<file path="src/shared/pcs_params.svh">
// Offsets, field widths, reset values and address ranges of the program counter and stack unit.
`ifndef PCS_PARAMS_SVH
`define PCS_PARAMS_SVH
`define PCS_BANK_MASK_W 7
`define PCS_OFF_WIN0 7'h00
`define PCS_OFF_WIN1 7'h01
`define PCS_OFF_PC_LOW 7'h02
`define PCS_OFF_PTR0_LOW 7'h04
`define PCS_OFF_PTR0_HIGH 7'h05
`define PCS_OFF_PTR1_LOW 7'h06
`define PCS_OFF_PTR1_HIGH 7'h07
`define PCS_OFF_PC_LATCH 7'h0A
`define PCS_OFF_STATUS_BK 12'hFE4
`define PCS_OFF_WORK_BK 12'hFE5
`define PCS_OFF_BANK_BK 12'hFE6
`define PCS_OFF_LATCH_BK 12'hFE7
`define PCS_OFF_PTR0L_BK 12'hFE8
`define PCS_OFF_PTR0H_BK 12'hFE9
`define PCS_OFF_PTR1L_BK 12'hFEA
`define PCS_OFF_PTR1H_BK 12'hFEB
`define PCS_OFF_STK_PTR 12'hFED
`define PCS_OFF_TOS_LOW 12'hFEE
`define PCS_OFF_TOS_HIGH 12'hFEF
`define PCS_RST_STK_PTR 5'h1F
`define PCS_RST_WORK_BK 8'h00
`define PCS_STK_FULL_PTR 5'h0F
`define PCS_TRAD_LAST 16'h0FFF
`define PCS_LIN_FIRST 16'h2000
`define PCS_LIN_LAST 16'h29AF
`define PCS_LIN_BLOCK 13'h0050
`define PCS_GPR_BASE 12'h020
`define PCS_INT_VECTOR 15'h0004
`endif

</file>
<file path="src/shared/pcs_pkg.sv">
// Types shared by the program counter and stack unit.
`default_nettype none
package pcs_pkg;
	// Program-flow operation requested by the sequencer for this cycle.
	typedef enum logic [3:0] {
		PCS_OP_HOLD = 4'h0,
		PCS_OP_STEP = 4'h1,
		PCS_OP_CALL = 4'h2,
		PCS_OP_CALL_VIA_WORKING = 4'h3,
		PCS_OP_BRW = 4'h4,
		PCS_OP_BRA = 4'h5,
		PCS_OP_RET = 4'h6,
		PCS_OP_INTV = 4'h7
	} pcs_op_t;
	// Region that an indirect pointer falls into.
	typedef enum logic [1:0] {
		PCS_RG_TRAD = 2'h0,
		PCS_RG_LIN = 2'h1,
		PCS_RG_PROG = 2'h2,
		PCS_RG_NONE = 2'h3
	} pcs_region_t;
endpackage : pcs_pkg
`default_nettype wire

</file>
<file path="src/verilog/pcs_core.sv">
// Program counter, return stack and indirect address former of the core.
//
// What this block does
// - 15-bit counter, low byte visible, latch feeds top.
// - Any reset clears the program counter.
// - Low-byte write during a hold op also loads latch into top.
// - Call takes operand 10:0, latch bits 6:3.
// - Computed call takes working register and latch.
// - Working-register branch adds unsigned offset plus one.
// - Relative branch adds signed operand plus one.
// - Sixteen entry fifteen bit private return stack.
// - Calls and vectors push; returns pop.
// - Push and pop leave latch alone.
// - Stack wraps circularly when fault reset off.
// - Overflow and underflow flags always set.
// - Fault reset enabled: request device reset.
// - Five-bit pointer; top pair shows selected entry.
// - Push increments first; pop reads first.
// - Window access redirects to pointer pair address.
// - Window pointing at window reads zero, no write.
// - Pointer pairs form sixteen-bit, three-region address.
// - Low 4K maps straight to absolute addresses.
// - Linear region maps to 80-byte bank blocks.
// - Pointer top bit selects program memory read.
`include "pcs_params.svh"
`default_nettype none

module pcs_core #(
	parameter int STK_DEPTH = 16, // Return stack entries.
	parameter int PC_W = 15 // Program counter width.
) (
	input wire logic ref_clk, // Core clock, 10 MHz.
	input wire logic rst_n, // Asynchronous reset, active low.
	input wire logic clk_en, // Freezes all state while low.
	input wire logic [3:0] op, // Program-flow operation, pcs_pkg::pcs_op_t.
	input wire logic [10:0] op_operand, // Call target or relative branch offset (8:0).
	input wire logic [7:0] working_register, // Working register value.
	input wire logic [11:0] reg_addr, // Register file address.
	input wire logic reg_rd, // Register read strobe.
	input wire logic reg_wr, // Register write strobe.
	input wire logic [7:0] reg_wdata, // Register write data.
	input wire logic stack_fault_reset_enable, // Configuration strap.
	input wire logic flag_clear, // Clears both stack fault flags.
	output logic [7:0] reg_rdata, // Read data, one cycle after the strobe.
	output logic reg_hit, // Address belongs to this unit.
	output logic [PC_W-1:0] pc, // Program counter.
	output logic stack_overflow_flag, // Sticky overflow flag.
	output logic stack_underflow_flag, // Sticky underflow flag.
	output logic fault_reset_req, // One-cycle device reset request.
	output logic [11:0] eff_addr, // Data address after indirection.
	output logic [14:0] prog_addr, // Program memory address for window reads.
	output logic prog_rd, // Window read goes to program memory.
	output logic ind_zero, // Window read returns zero.
	output logic ext_wr // Write strobe to the data memory outside.
);
	// ------------------------------------------------------------
	// State.
	// ------------------------------------------------------------
	logic [PC_W-1:0] pc_r; // Program counter.
	logic [PC_W-1:0] pc_nxt; // Its next value.
	logic [6:0] pc_high_latch_r; // High-address latch.
	logic [7:0] ptr0_low_r; // File-select pointer 0, low byte.
	logic [7:0] ptr0_high_r; // File-select pointer 0, high byte.
	logic [7:0] ptr1_low_r; // File-select pointer 1, low byte.
	logic [7:0] ptr1_high_r; // File-select pointer 1, high byte.
	logic [7:0] bk_r [8]; // Backup registers at the shadow offsets.
	logic [4:0] return_stack_pointer_r; // Stack pointer.
	logic [4:0] sp_nxt; // Its next value.
	logic [PC_W-1:0] stk_r [STK_DEPTH]; // Return stack storage.
	logic ovf_r; // Overflow flag.
	logic unf_r; // Underflow flag.
	logic fault_r; // Reset request pulse.
	logic [7:0] rdata_r; // Registered read data.

	// ------------------------------------------------------------
	// Decode.
	// ------------------------------------------------------------
	wire pcs_pkg::pcs_op_t op_e = pcs_pkg::pcs_op_t'(op);
	wire [6:0] low7 = reg_addr[`PCS_BANK_MASK_W-1:0];
	wire core_hit = (low7 <= `PCS_OFF_PC_LATCH) && (low7 != 7'h03) && (low7 != 7'h08)
		&& (low7 != 7'h09);
	wire win_acc = (low7 == `PCS_OFF_WIN0) || (low7 == `PCS_OFF_WIN1);
	wire bk_hit = (reg_addr >= `PCS_OFF_STATUS_BK) && (reg_addr <= `PCS_OFF_PTR1H_BK);
	wire [2:0] bk_idx = reg_addr[2:0] - 3'h4;
	wire sp_hit = (reg_addr == `PCS_OFF_STK_PTR);
	wire stack_top_low_hit = (reg_addr == `PCS_OFF_TOS_LOW);
	wire stack_top_high_hit = (reg_addr == `PCS_OFF_TOS_HIGH);
	wire wr_ok = reg_wr && clk_en;
	wire wr_core = wr_ok && core_hit && !win_acc;
	wire [3:0] sp_idx = return_stack_pointer_r[3:0];
	wire [PC_W-1:0] stack_top_entry = stk_r[sp_idx]; // Entry under the pointer.
	wire [PC_W-1:0] pc_inc = pc_r + 15'h0001;

	// Push and pop requests, with their fault conditions.
	wire do_push = clk_en && ((op_e == pcs_pkg::PCS_OP_CALL) || (op_e == pcs_pkg::PCS_OP_CALL_VIA_WORKING)
		|| (op_e == pcs_pkg::PCS_OP_INTV));
	wire do_pop = clk_en && (op_e == pcs_pkg::PCS_OP_RET);
	wire push_ovf = do_push && (return_stack_pointer_r == `PCS_STK_FULL_PTR);
	wire pop_unf = do_pop && (return_stack_pointer_r == `PCS_RST_STK_PTR);
	// An interrupt returns to the instruction it displaced; calls return after themselves.
	wire [PC_W-1:0] push_val = (op_e == pcs_pkg::PCS_OP_INTV) ? pc_r : pc_inc;

	// ------------------------------------------------------------
	// Program counter next value.
	// ------------------------------------------------------------
	// Sign-extended relative offset and zero-extended working register.
	wire [PC_W-1:0] bra_off = {{6{op_operand[8]}}, op_operand[8:0]};
	wire [PC_W-1:0] brw_off = {7'h00, working_register};
	always_comb begin
		case (op_e)
			pcs_pkg::PCS_OP_STEP: pc_nxt = pc_inc;
			pcs_pkg::PCS_OP_CALL: pc_nxt = {pc_high_latch_r[6:3], op_operand};
			pcs_pkg::PCS_OP_CALL_VIA_WORKING: pc_nxt = {pc_high_latch_r, working_register};
			pcs_pkg::PCS_OP_BRW: pc_nxt = pc_inc + brw_off;
			pcs_pkg::PCS_OP_BRA: pc_nxt = pc_inc + bra_off;
			pcs_pkg::PCS_OP_RET: pc_nxt = stack_top_entry;
			pcs_pkg::PCS_OP_INTV: pc_nxt = `PCS_INT_VECTOR;
			pcs_pkg::PCS_OP_HOLD: begin
				// A low-byte write moves all fifteen bits together.
				if (wr_core && (low7 == `PCS_OFF_PC_LOW)) begin
					pc_nxt = {pc_high_latch_r, reg_wdata};
				end else begin
					pc_nxt = pc_r;
				end
			end
			default: pc_nxt = pc_r;
		endcase
	end

	// Counter clears on every reset; no other source feeds the reset value.
	always_ff @(posedge ref_clk or negedge rst_n) begin
		if (!rst_n) begin
			pc_r <= '0;
		end else if (clk_en) begin
			pc_r <= pc_nxt;
		end
	end

	// ------------------------------------------------------------
	// Core registers mirrored in every bank.
	// ------------------------------------------------------------
	// The latch only changes by a write; stack traffic never touches it.
	always_ff @(posedge ref_clk or negedge rst_n) begin
		if (!rst_n) begin
			pc_high_latch_r <= '0;
			ptr0_low_r <= '0;
			ptr0_high_r <= '0;
			ptr1_low_r <= '0;
			ptr1_high_r <= '0;
		end else if (wr_core) begin
			case (low7)
				`PCS_OFF_PC_LATCH: pc_high_latch_r <= reg_wdata[6:0];
				`PCS_OFF_PTR0_LOW: ptr0_low_r <= reg_wdata;
				`PCS_OFF_PTR0_HIGH: ptr0_high_r <= reg_wdata;
				`PCS_OFF_PTR1_LOW: ptr1_low_r <= reg_wdata;
				`PCS_OFF_PTR1_HIGH: ptr1_high_r <= reg_wdata;
				default: begin
				end
			endcase
		end
	end

	// Backup registers are plain storage filled only by software writes at their shadow offsets.
	generate
		for (genvar g = 0; g < 8; g++) begin : g_bk
			always_ff @(posedge ref_clk or negedge rst_n) begin
				if (!rst_n) begin
					bk_r[g] <= `PCS_RST_WORK_BK;
				end else if (wr_ok && bk_hit && (bk_idx == 3'(g))) begin
					bk_r[g] <= reg_wdata;
				end
			end
		end
	endgenerate

	// ------------------------------------------------------------
	// Return stack.
	// ------------------------------------------------------------
	// Pointer is five bits so one past full and one below empty are visible.
	always_comb begin
		if (do_push) begin
			sp_nxt = return_stack_pointer_r + 5'h01;
		end else if (do_pop) begin
			sp_nxt = return_stack_pointer_r - 5'h01;
		end else if (wr_ok && sp_hit) begin
			sp_nxt = reg_wdata[4:0];
		end else begin
			sp_nxt = return_stack_pointer_r;
		end
	end

	always_ff @(posedge ref_clk or negedge rst_n) begin
		if (!rst_n) begin
			return_stack_pointer_r <= `PCS_RST_STK_PTR;
		end else if (clk_en) begin
			return_stack_pointer_r <= sp_nxt;
		end
	end

	// Push writes the entry the incremented pointer selects, so entry 16 wraps onto entry 0.
	// Software writes to the top pair lose to a push in the same cycle.
	generate
		for (genvar e = 0; e < STK_DEPTH; e++) begin : g_stk
			wire push_here = do_push && (sp_nxt[3:0] == 4'(e));
			wire sw_here = wr_ok && !do_push && (sp_idx == 4'(e));
			always_ff @(posedge ref_clk or negedge rst_n) begin
				if (!rst_n) begin
					stk_r[e] <= '0;
				end else if (push_here) begin
					stk_r[e] <= push_val;
				end else if (sw_here && stack_top_low_hit) begin
					stk_r[e] <= {stk_r[e][14:8], reg_wdata};
				end else if (sw_here && stack_top_high_hit) begin
					stk_r[e] <= {reg_wdata[6:0], stk_r[e][7:0]};
				end
			end
		end
	endgenerate

	// Fault flags are sticky; a fault in the clearing cycle keeps the flag set.
	always_ff @(posedge ref_clk or negedge rst_n) begin
		if (!rst_n) begin
			ovf_r <= 1'b0;
			unf_r <= 1'b0;
			fault_r <= 1'b0;
		end else if (clk_en) begin
			ovf_r <= push_ovf || (ovf_r && !flag_clear);
			unf_r <= pop_unf || (unf_r && !flag_clear);
			fault_r <= stack_fault_reset_enable && (push_ovf || pop_unf);
		end
	end

	// ------------------------------------------------------------
	// Indirect address forming.
	// ------------------------------------------------------------
	wire [15:0] fa = (low7 == `PCS_OFF_WIN1) ? {ptr1_high_r, ptr1_low_r}
		: {ptr0_high_r, ptr0_low_r};
	wire [12:0] lin = 13'(fa - `PCS_LIN_FIRST);
	wire [4:0] lin_bank = 5'(lin / `PCS_LIN_BLOCK);
	wire [6:0] lin_off = 7'(lin % `PCS_LIN_BLOCK);
	wire [11:0] lin_abs = {lin_bank, 7'h00} + `PCS_GPR_BASE + {5'h00, lin_off};
	wire pcs_pkg::pcs_region_t region = fa[15] ? pcs_pkg::PCS_RG_PROG
		: (fa <= `PCS_TRAD_LAST) ? pcs_pkg::PCS_RG_TRAD
		: ((fa >= `PCS_LIN_FIRST) && (fa <= `PCS_LIN_LAST)) ? pcs_pkg::PCS_RG_LIN
		: pcs_pkg::PCS_RG_NONE;
	// A pointer aimed back at a window would loop, so it reads as zero instead.
	wire self_ref = (region == pcs_pkg::PCS_RG_TRAD) && (fa[6:0] <= `PCS_OFF_WIN1);
	wire ind_blk = win_acc && (self_ref || (region == pcs_pkg::PCS_RG_NONE));
	assign eff_addr = !win_acc ? reg_addr
		: (region == pcs_pkg::PCS_RG_LIN) ? lin_abs : fa[11:0];
	assign prog_addr = fa[14:0];
	assign prog_rd = win_acc && reg_rd && (region == pcs_pkg::PCS_RG_PROG);
	assign ind_zero = ind_blk;
	// Program memory cannot be written through the window.
	assign ext_wr = wr_ok && !reg_hit && !ind_blk && !(win_acc && fa[15]);

	// ------------------------------------------------------------
	// Read path.
	// ------------------------------------------------------------
	assign reg_hit = (core_hit && !win_acc) || bk_hit || sp_hit || stack_top_low_hit || stack_top_high_hit;
	always_ff @(posedge ref_clk or negedge rst_n) begin
		if (!rst_n) begin
			rdata_r <= '0;
		end else if (clk_en && reg_rd) begin
			if (sp_hit) begin
				rdata_r <= {3'h0, return_stack_pointer_r};
			end else if (stack_top_low_hit) begin
				rdata_r <= stack_top_entry[7:0];
			end else if (stack_top_high_hit) begin
				rdata_r <= {1'b0, stack_top_entry[14:8]};
			end else if (bk_hit) begin
				rdata_r <= bk_r[bk_idx];
			end else if (win_acc || !core_hit) begin
				rdata_r <= 8'h00; // Outside data or any window access.
			end else begin
				case (low7)
					`PCS_OFF_PC_LOW: rdata_r <= pc_r[7:0];
					`PCS_OFF_PC_LATCH: rdata_r <= {1'b0, pc_high_latch_r};
					`PCS_OFF_PTR0_LOW: rdata_r <= ptr0_low_r;
					`PCS_OFF_PTR0_HIGH: rdata_r <= ptr0_high_r;
					`PCS_OFF_PTR1_LOW: rdata_r <= ptr1_low_r;
					`PCS_OFF_PTR1_HIGH: rdata_r <= ptr1_high_r;
					default: rdata_r <= 8'h00;
				endcase
			end
		end
	end

	assign reg_rdata = rdata_r;
	assign pc = pc_r;
	assign stack_overflow_flag = ovf_r;
	assign stack_underflow_flag = unf_r;
	assign fault_reset_req = fault_r;
endmodule : pcs_core
`default_nettype wire

</file>
<file path="config.mk">
export PLATFORM = sky130hd
export DESIGN_NAME = pcs_core
export DESIGN_NICKNAME = d
export VERILOG_FILES = /design/src/shared/pcs_pkg.sv /design/src/verilog/pcs_core.sv
export VERILOG_INCLUDE_DIRS = /design/src /design/src/shared
export SDC_FILE = /design/constraint.sdc
export NUM_CORES = 1
export LEC_CHECK = 0
export ABC_AREA = 1
export ABC_CLOCK_PERIOD_IN_PS = 4470
export BUFFER_PORTS_ARGS = -buffer_cell sky130_fd_sc_hd__buf_2
export CAP_MARGIN = 40
export CORE_ASPECT_RATIO = 1.1
export CORE_MARGIN = 3
export CORE_UTILIZATION = 48
export DETAILED_ROUTE_END_ITERATION = 10
export PLACE_DENSITY = 0.67
export SLEW_MARGIN = 20
export SYNTH_ARGS = -nofsm -noshare
export SYNTH_HDL_FRONTEND = slang
export SYNTH_SLANG_ARGS = --single-unit
</file>
<file path="constraint.sdc">
create_clock -name ref_clk -period 4.47 [get_ports ref_clk]
set_input_delay 0.6705 -clock ref_clk [delete_from_list [all_inputs] [get_ports ref_clk]]
set_output_delay 0.6705 -clock ref_clk [all_outputs]
set_load 0.005 [all_outputs]
</file>
## After elaboration in Yosys (flattened, before gate mapping)

Cells that the tools add are included.
Widths: inputs -> output; s select.

| storage, ports and cells | value |
|---|---|
| register bits after elaboration | 374 |
| input bits | 50 |
| output and inout port bits | 57 |
| logic and storage cells | 408 |

| operators by class | value |
|---|---|
| add/subtract/negate cells | 9 |
| div/mod/pow operators | 2 |
| $lt $le $gt $ge | 9 |
| equality and inequality tests | 79 |
| muxes and demuxes | 72 |
| bitwise logic cells | 2 |
| reductions and logical operators | 183 |

Operator list:

| kind | count |
|---|---|
| $mux 15 | 52 |
| $pmux 15 s8 | 1 |
| $logic_and 1x1->1 | 101 |
| $eq 4x4->1 const B | 16 |
| $reduce_bool 2->1 | 32 |
| $bmux 15 s4 | 1 |
| $mux 8 | 7 |
| $eq 4x3->1 const B | 12 |
| $pmux 8 s6 | 1 |
| $reduce_and 2->1 | 22 |
| $eq 12x12->1 const B | 3 |
| $ne 2x2->1 const B | 17 |
| $eq 7x3->1 const B | 4 |
| $bmux 8 s3 | 1 |
| $eq 4x2->1 const B | 6 |
| $mux 12 | 2 |
| $ge 16x14->1 const B | 1 |
| $le 16x12->1 const B | 1 |
| $le 16x14->1 const B | 1 |
| $mux 16 | 1 |
| $add 15x1->15 const B | 1 |
| $add 15x15->15 | 1 |
| $add 15x8->15 | 1 |
| $mux 5 | 3 |
| other kinds (39) | 68 |

## Depth between registers and ports, before layout

| depth | value |
|---|---|
| word-level depth | 14 |
| mapped depth | 44 |
| gate-level depth less buffers | 44 |

## Worst setup path before layout

No wires, ideal clock.

| timing path | value |
|---|---|
| kind | input-to-output |
| start | in reg_addr[6] |
| end | out eff_addr[7] |
| arrival | 4.116 ns |
| required time | 3.799 ns |
| path slack | -0.317 ns |
| stages on the path | 37 |
| path buffers | 0 |
| cells stage by stage | inv_1 nand2_1 nor2_2 nand2_4 nand2_4 nand2_4 inv_2 nand2_1 nand2_1 nand2_2 nand2_2 nand2_2 nand2_2 nand3_2 nand2_2 nand2_4 nand2_1 nand3_4 nand2_1 nand3_2 nand2_4 nand2_4 nand2_1 nand2_1 inv_2 nand2_2 nand3_1 nand3_1 nand2_2 nand2_2 nand2_1 xor2_1 inv_1 ha_1 xor2_1 o21ai_1 o21ai_1 |

| on the way | value |
|---|---|
| cells in the longest elaborated chain, start to end | 10 |
| elaborated cells on any way between the ends | 19 |
| those cells by class | add/sub: 3; div: 2; order compare: 3; eq/ne: 2; mux: 6; reduce/logical: 3 |

Ends and longest elaborated chain:

| element | line | RTL |
|---|---|---|
| start, declared | pcs_core.sv:38 | `input wire logic [11:0] reg_addr,` |
| $eq 7x1->1 (no line) (*) | - |  |
| $mux 16 (*) | pcs_core.sv:236 | `` wire [15:0] fa = (low7 == `PCS_OFF_WIN1) ? {ptr1_high_r, ptr1_low_r} `` |
| named net prog_addr[10] | pcs_core.sv:51 | `output logic [14:0] prog_addr,` |
| parallel branches: the longest is 6 deep, another holds $sub 13x1->13 | - |  |
| $mux 12 (*) | pcs_core.sv:250 | `: (region == pcs_pkg::PCS_RG_LIN) ? lin_abs : fa[11:0];` |
| $mux 12 (*) | pcs_core.sv:249 | `assign eff_addr = !win_acc ? reg_addr` |
| end, declared | pcs_core.sv:50 | `output logic [11:0] eff_addr,` |

Mark *: on every way through the listed nets, which the timed path passes.

## Worst setup path in the final report

| timing path | value |
|---|---|
| start | in reg_addr[5] |
| end | out eff_addr[7] |

| on the way | value |
|---|---|
| cells in the longest elaborated chain, start to end | 10 |
| elaborated cells on any way between the ends | 19 |
| those cells by class | add/sub: 3; div: 2; order compare: 3; eq/ne: 2; mux: 6; reduce/logical: 3 |

Ends and longest elaborated chain:

| element | line |
|---|---|
| parallel branches: the longest is 9 deep, another holds $sub 13x1->13 | - |
| $mux 12 (*) | pcs_core.sv:249 |

Every way passes the cells marked *.

==> results.toml <==
[placed_design]
place_worst_setup_slack_ns = -0.750
portBuffers = 106
placedInstanceArea_sq_mm = 0.0230
detailed_place_hpwl_microns = 53700
gpl.final_weighted_congestion = 0.982

[synth]
synthesis.area_per_instance_sq_um = 7.84
yosys_most_used_dff = "sky130_fd_sc_hd__dfrtp_1"
synth_largest_type_area_fraction_pct = 43.9
mappedNetlistNets = 2756
netlist_top_cells_area = "sky130_fd_sc_hd__dfrtp_1, sky130_fd_sc_hd__o221ai_1, sky130_fd_sc_hd__nand2_1"
post_synth_xor_area_fraction_pct = 0.750
yosys_warnings = 0
synth_fa_ha_area_share_pct = 1.46
synth_top_family_by_area = "compound AO/OA/AOI/OAI gates"
synth_compound_gate_area_share_pct = 24.3
syn_area_sq_mm = 0.0210
synth_async_sr_flop_share_pct = 100
yosys.cell_types.count = 48
part_of_the_yosys_area_used_for_sequential_elements_pct = 44.5
post_synth_mux_area_share_pct = 0.0952
synth_cells = 2682
synth.ff_latch_count = 374
synth.largest_area_cell = "sky130_fd_sc_hd__dfrtp_1"
simple_gate_fraction_of_synth_area_pct = 21.4
synth-edff-count = 0

[layout]
fill_cells = 3853
net_total_in_the_final_layout = 2899
commonest_cells_after_routing_fill_and_taps_aside = "sky130_fd_sc_hd__nand2_1, sky130_fd_sc_hd__dfrtp_1, sky130_fd_sc_hd__o21ai_0, sky130_fd_sc_hd__nor2_1, sky130_fd_sc_hd__o221ai_1"
layout-drive-gt1-share_pct = 15.8
area_growth_syn_to_fin_pct = 18.4
most_common_cell_after_layout_fill_and_taps_aside = "sky130_fd_sc_hd__nand2_1"
layout.core_utilization_pct = 58.1
final_area_sq_mm = 0.0249

[timing]
achievable-frequency_ghz = 0.194
final.setup.tns_ns = -3.24
measured_slew_at_the_worst_slew_check_pin_ns = 0.925
relSlewSlack_pct = 38.3
period_share_pct = 115
finalHoldViolCount = 0
finClkSkew_ns = 0.0314
grt_setup_unrepaired = "true"
timing_max_transition_violations_final = 0
finalSetupViolations = 6
fin_ws_ns = -0.680
finalWorstPathRequiredPeriod_ns = 5.15

[critical_path]
timing.critical_path.mode_cell = "sky130_fd_sc_hd__nand2_4"
worstSetupPathType = "in2out"
critPathRequiredTime_ns = 3.80
cp_slowest_stage_delay_ns = 0.27
worst_setup_path_start_kind = "input pin"
critPathMaxFanout = 8
cp_slowest_cell = "sky130_fd_sc_hd__a21oi_4"
data_arrival_time_of_the_critical_path_ns = 4.48
kind_of_end_point_of_the_critical_path = "primary output"

[global_routing]
grt_max_degree = 118
grt.overflow.total = 0
grt_use_total_pct = 32.9
antenna_found_initial = 1
first_global_vias = 20600
grt_first_pass_wirelength_microns = 119000

[status]
failed_checks = "setup timing"
outcome = "finished, violations left"

[detailed_routing]
detailedRoute.firstIterationViolations = 2659
drt_pre_antenna_iters = 6
viasPerCell = 6.30
postRouteAntennaNets = 0
dr_total_vias = 21600
drt-wirelength-per-cell_microns = 22.7
count_of_unresolved_drc_violations_after_routing = 0
routed_wl_microns = 77900

[flow_run]
maxCapViolCount = 0

[clock_tree]
worst_skew_pair.late_latency_ns = 0.59
cts-root-buf = "sky130_fd_sc_hd__clkbuf_16"
cts_made_buffers = 42
clock_transition_at_path_regs_ns = 0.06
maximum_root_to_sink_buffer_count = 3
htree_levels = 2
cts_tree = "yes"
tritoncts_num_sinks = 374

[hold_path]
min-delay-path-class = "in2async"

[die]
coreArea_sq_mm = 0.0428
initial_core_util_pct = 49.1
die_h_microns = 226
die_area_sq_mm = 0.0464
die_w_microns = 206
fp-row-count = 79
io_pins = 107

[power_and_ir_drop]
power.ir.vdd_worst_mv = 0.376
powerDensity_mw_per_mm2 = 516
leakagePower_nw = 11.4
-- cells by family (layout without fill, tap and decap cells) --
| logic type | after synthesis | count (layout) |
|---|---|---|
| xor+xnor | 18 | 18 |
| fa+ha+maj | 24 | 24 |
| mux | 2 | 2 |
| compound gates | 780 | 780 |
| other cells | 0 | 1 |
| flops | 374 | 374 |
| simple gates | 1069 | 1069 |
| buf+inv | 415 | 591 |
-- timing repair --
item                       4_1_cts  5_1_grt
gates cloned                     0        0
gates resized for setup         23       68
setup endpoints to repair        6       11
pin swaps                       22       30
setup buffers                    7        7
hold buffers                     0        0
-- final timing paths --
path | startpoint | endpoint | slack [ns] | cells after the start
max | reg_addr[5] | eff_addr[7] | -0.68 | 37
min | rst_n | bk_r[44] | 0.18 | 1
max reg2reg | pc[2] | pc[14] | 0.50 | 34
min reg2reg | reg_rdata[7] | reg_rdata[7] | 0.48 | 2
max in group asynchronous | rst_n | stk_r[17] | 3.27 | 2
min in group ref_clk | stack_fault_reset_enable | fault_reset_req | 0.39 | 2
-- metal layers --
metal | wire (microns) | global-route usage (%) | vias to the layer above | share of wire, %
met1 | 30800 | 42.4 | 10500 | 40
met3 | 7450 | 7.89 | 228 | 9.6
met5 | 0 | 0 | - | 0
li1 | - | - | 9744 | -
met2 | 35700 | 52.7 | 1142 | 46
met4 | 3880 | 14.9 | 0 | 5.0
-- sequential cells by signal, indices dropped and copies added, names as in the netlist, 8 cells and up --
signal and flops:
bk_r 64, pc 15, ptr0_high_r 8, ptr0_low_r 8, ptr1_high_r 8, ptr1_low_r 8, reg_rdata 8, stk_r 240
-- power by group --
| group | total, mW | switching (mW) | internal (mW) |
|---|---|---|---|
| combinational | 4.57 | 3.02 | 1.55 |
| clock | 3.48 | 1.47 | 2.02 |
| sequential | 4.79 | 0.526 | 4.27 |
| total | 12.8 | 5.01 | 7.84 |
-- through the flow --
stage	power, mW	hold slack (ns)	instances
2_1_floorplan	7.43	0.375	2682
3_3_place_gp	9.11	0.461	3332
3_5_place_dp	9.21	0.462	3334
4_1_cts	12.7	0.226	3417
5_1_grt	13.5	0.257	3425
6_report	12.8	0.179	3426
-- worst max-delay path, delay by kind of cell --
kind / cells / cell delay (ns)
simple gates: 25 / 2.29
buf+inv: 5 / 0.37
compound gates: 4 / 0.65
fa+ha+maj: 1 / 0.18
xor+xnor: 2 / 0.31
-- cells in the mapped netlist, types with 2 or more instances --
library cell / count
sky130_fd_sc_hd__o2111ai_1: 5
sky130_fd_sc_hd__nor3_1: 18
sky130_fd_sc_hd__o22ai_1: 57
sky130_fd_sc_hd__nand3_1: 168
sky130_fd_sc_hd__a22o_1: 5
sky130_fd_sc_hd__nand2_4: 8
sky130_fd_sc_hd__nand2_2: 15
sky130_fd_sc_hd__ha_1: 23
sky130_fd_sc_hd__o21a_1: 5
sky130_fd_sc_hd__a22oi_1: 9
sky130_fd_sc_hd__a21oi_2: 2
sky130_fd_sc_hd__a2111oi_0: 2
sky130_fd_sc_hd__buf_1: 8
sky130_fd_sc_hd__o221ai_1: 241
sky130_fd_sc_hd__mux2i_1: 2
sky130_fd_sc_hd__nor4_1: 7
sky130_fd_sc_hd__dfstp_2: 5
sky130_fd_sc_hd__nand3_2: 4
sky130_fd_sc_hd__nand4_1: 31
sky130_fd_sc_hd__nor2_1: 251
sky130_fd_sc_hd__o21ai_0: 316
sky130_fd_sc_hd__a31oi_1: 2
sky130_fd_sc_hd__a311oi_1: 2
sky130_fd_sc_hd__clkinv_1: 12
sky130_fd_sc_hd__inv_2: 12
sky130_fd_sc_hd__inv_1: 217
sky130_fd_sc_hd__o311ai_0: 4
sky130_fd_sc_hd__clkbuf_1: 166
sky130_fd_sc_hd__o211ai_1: 12
sky130_fd_sc_hd__a221oi_1: 8
sky130_fd_sc_hd__a21oi_1: 72
sky130_fd_sc_hd__o31ai_1: 4
sky130_fd_sc_hd__xor2_1: 18
sky130_fd_sc_hd__dfrtp_1: 369
sky130_fd_sc_hd__nand2_1: 562
sky130_fd_sc_hd__o21ai_2: 2
sky130_fd_sc_hd__a211oi_1: 6
sky130_fd_sc_hd__a41oi_1: 5
sky130_fd_sc_hd__o21ai_1: 18
-- layout make-up --
cell class	instances	area (sq um)	area share, %
Clock inverter	21	216	0.870
Sequential cell	374	9370	37.7
Clock buffer	56	1160	4.68
Multi-Input combinational cell	1893	10500	42.2
Antenna cell	1	2.50	0.0101
Timing Repair Buffer	273	1960	7.86
Inverter	241	958	3.85
Tap cell	567	709	2.85
Note: power is estimated with default switching activity, not from simulation.
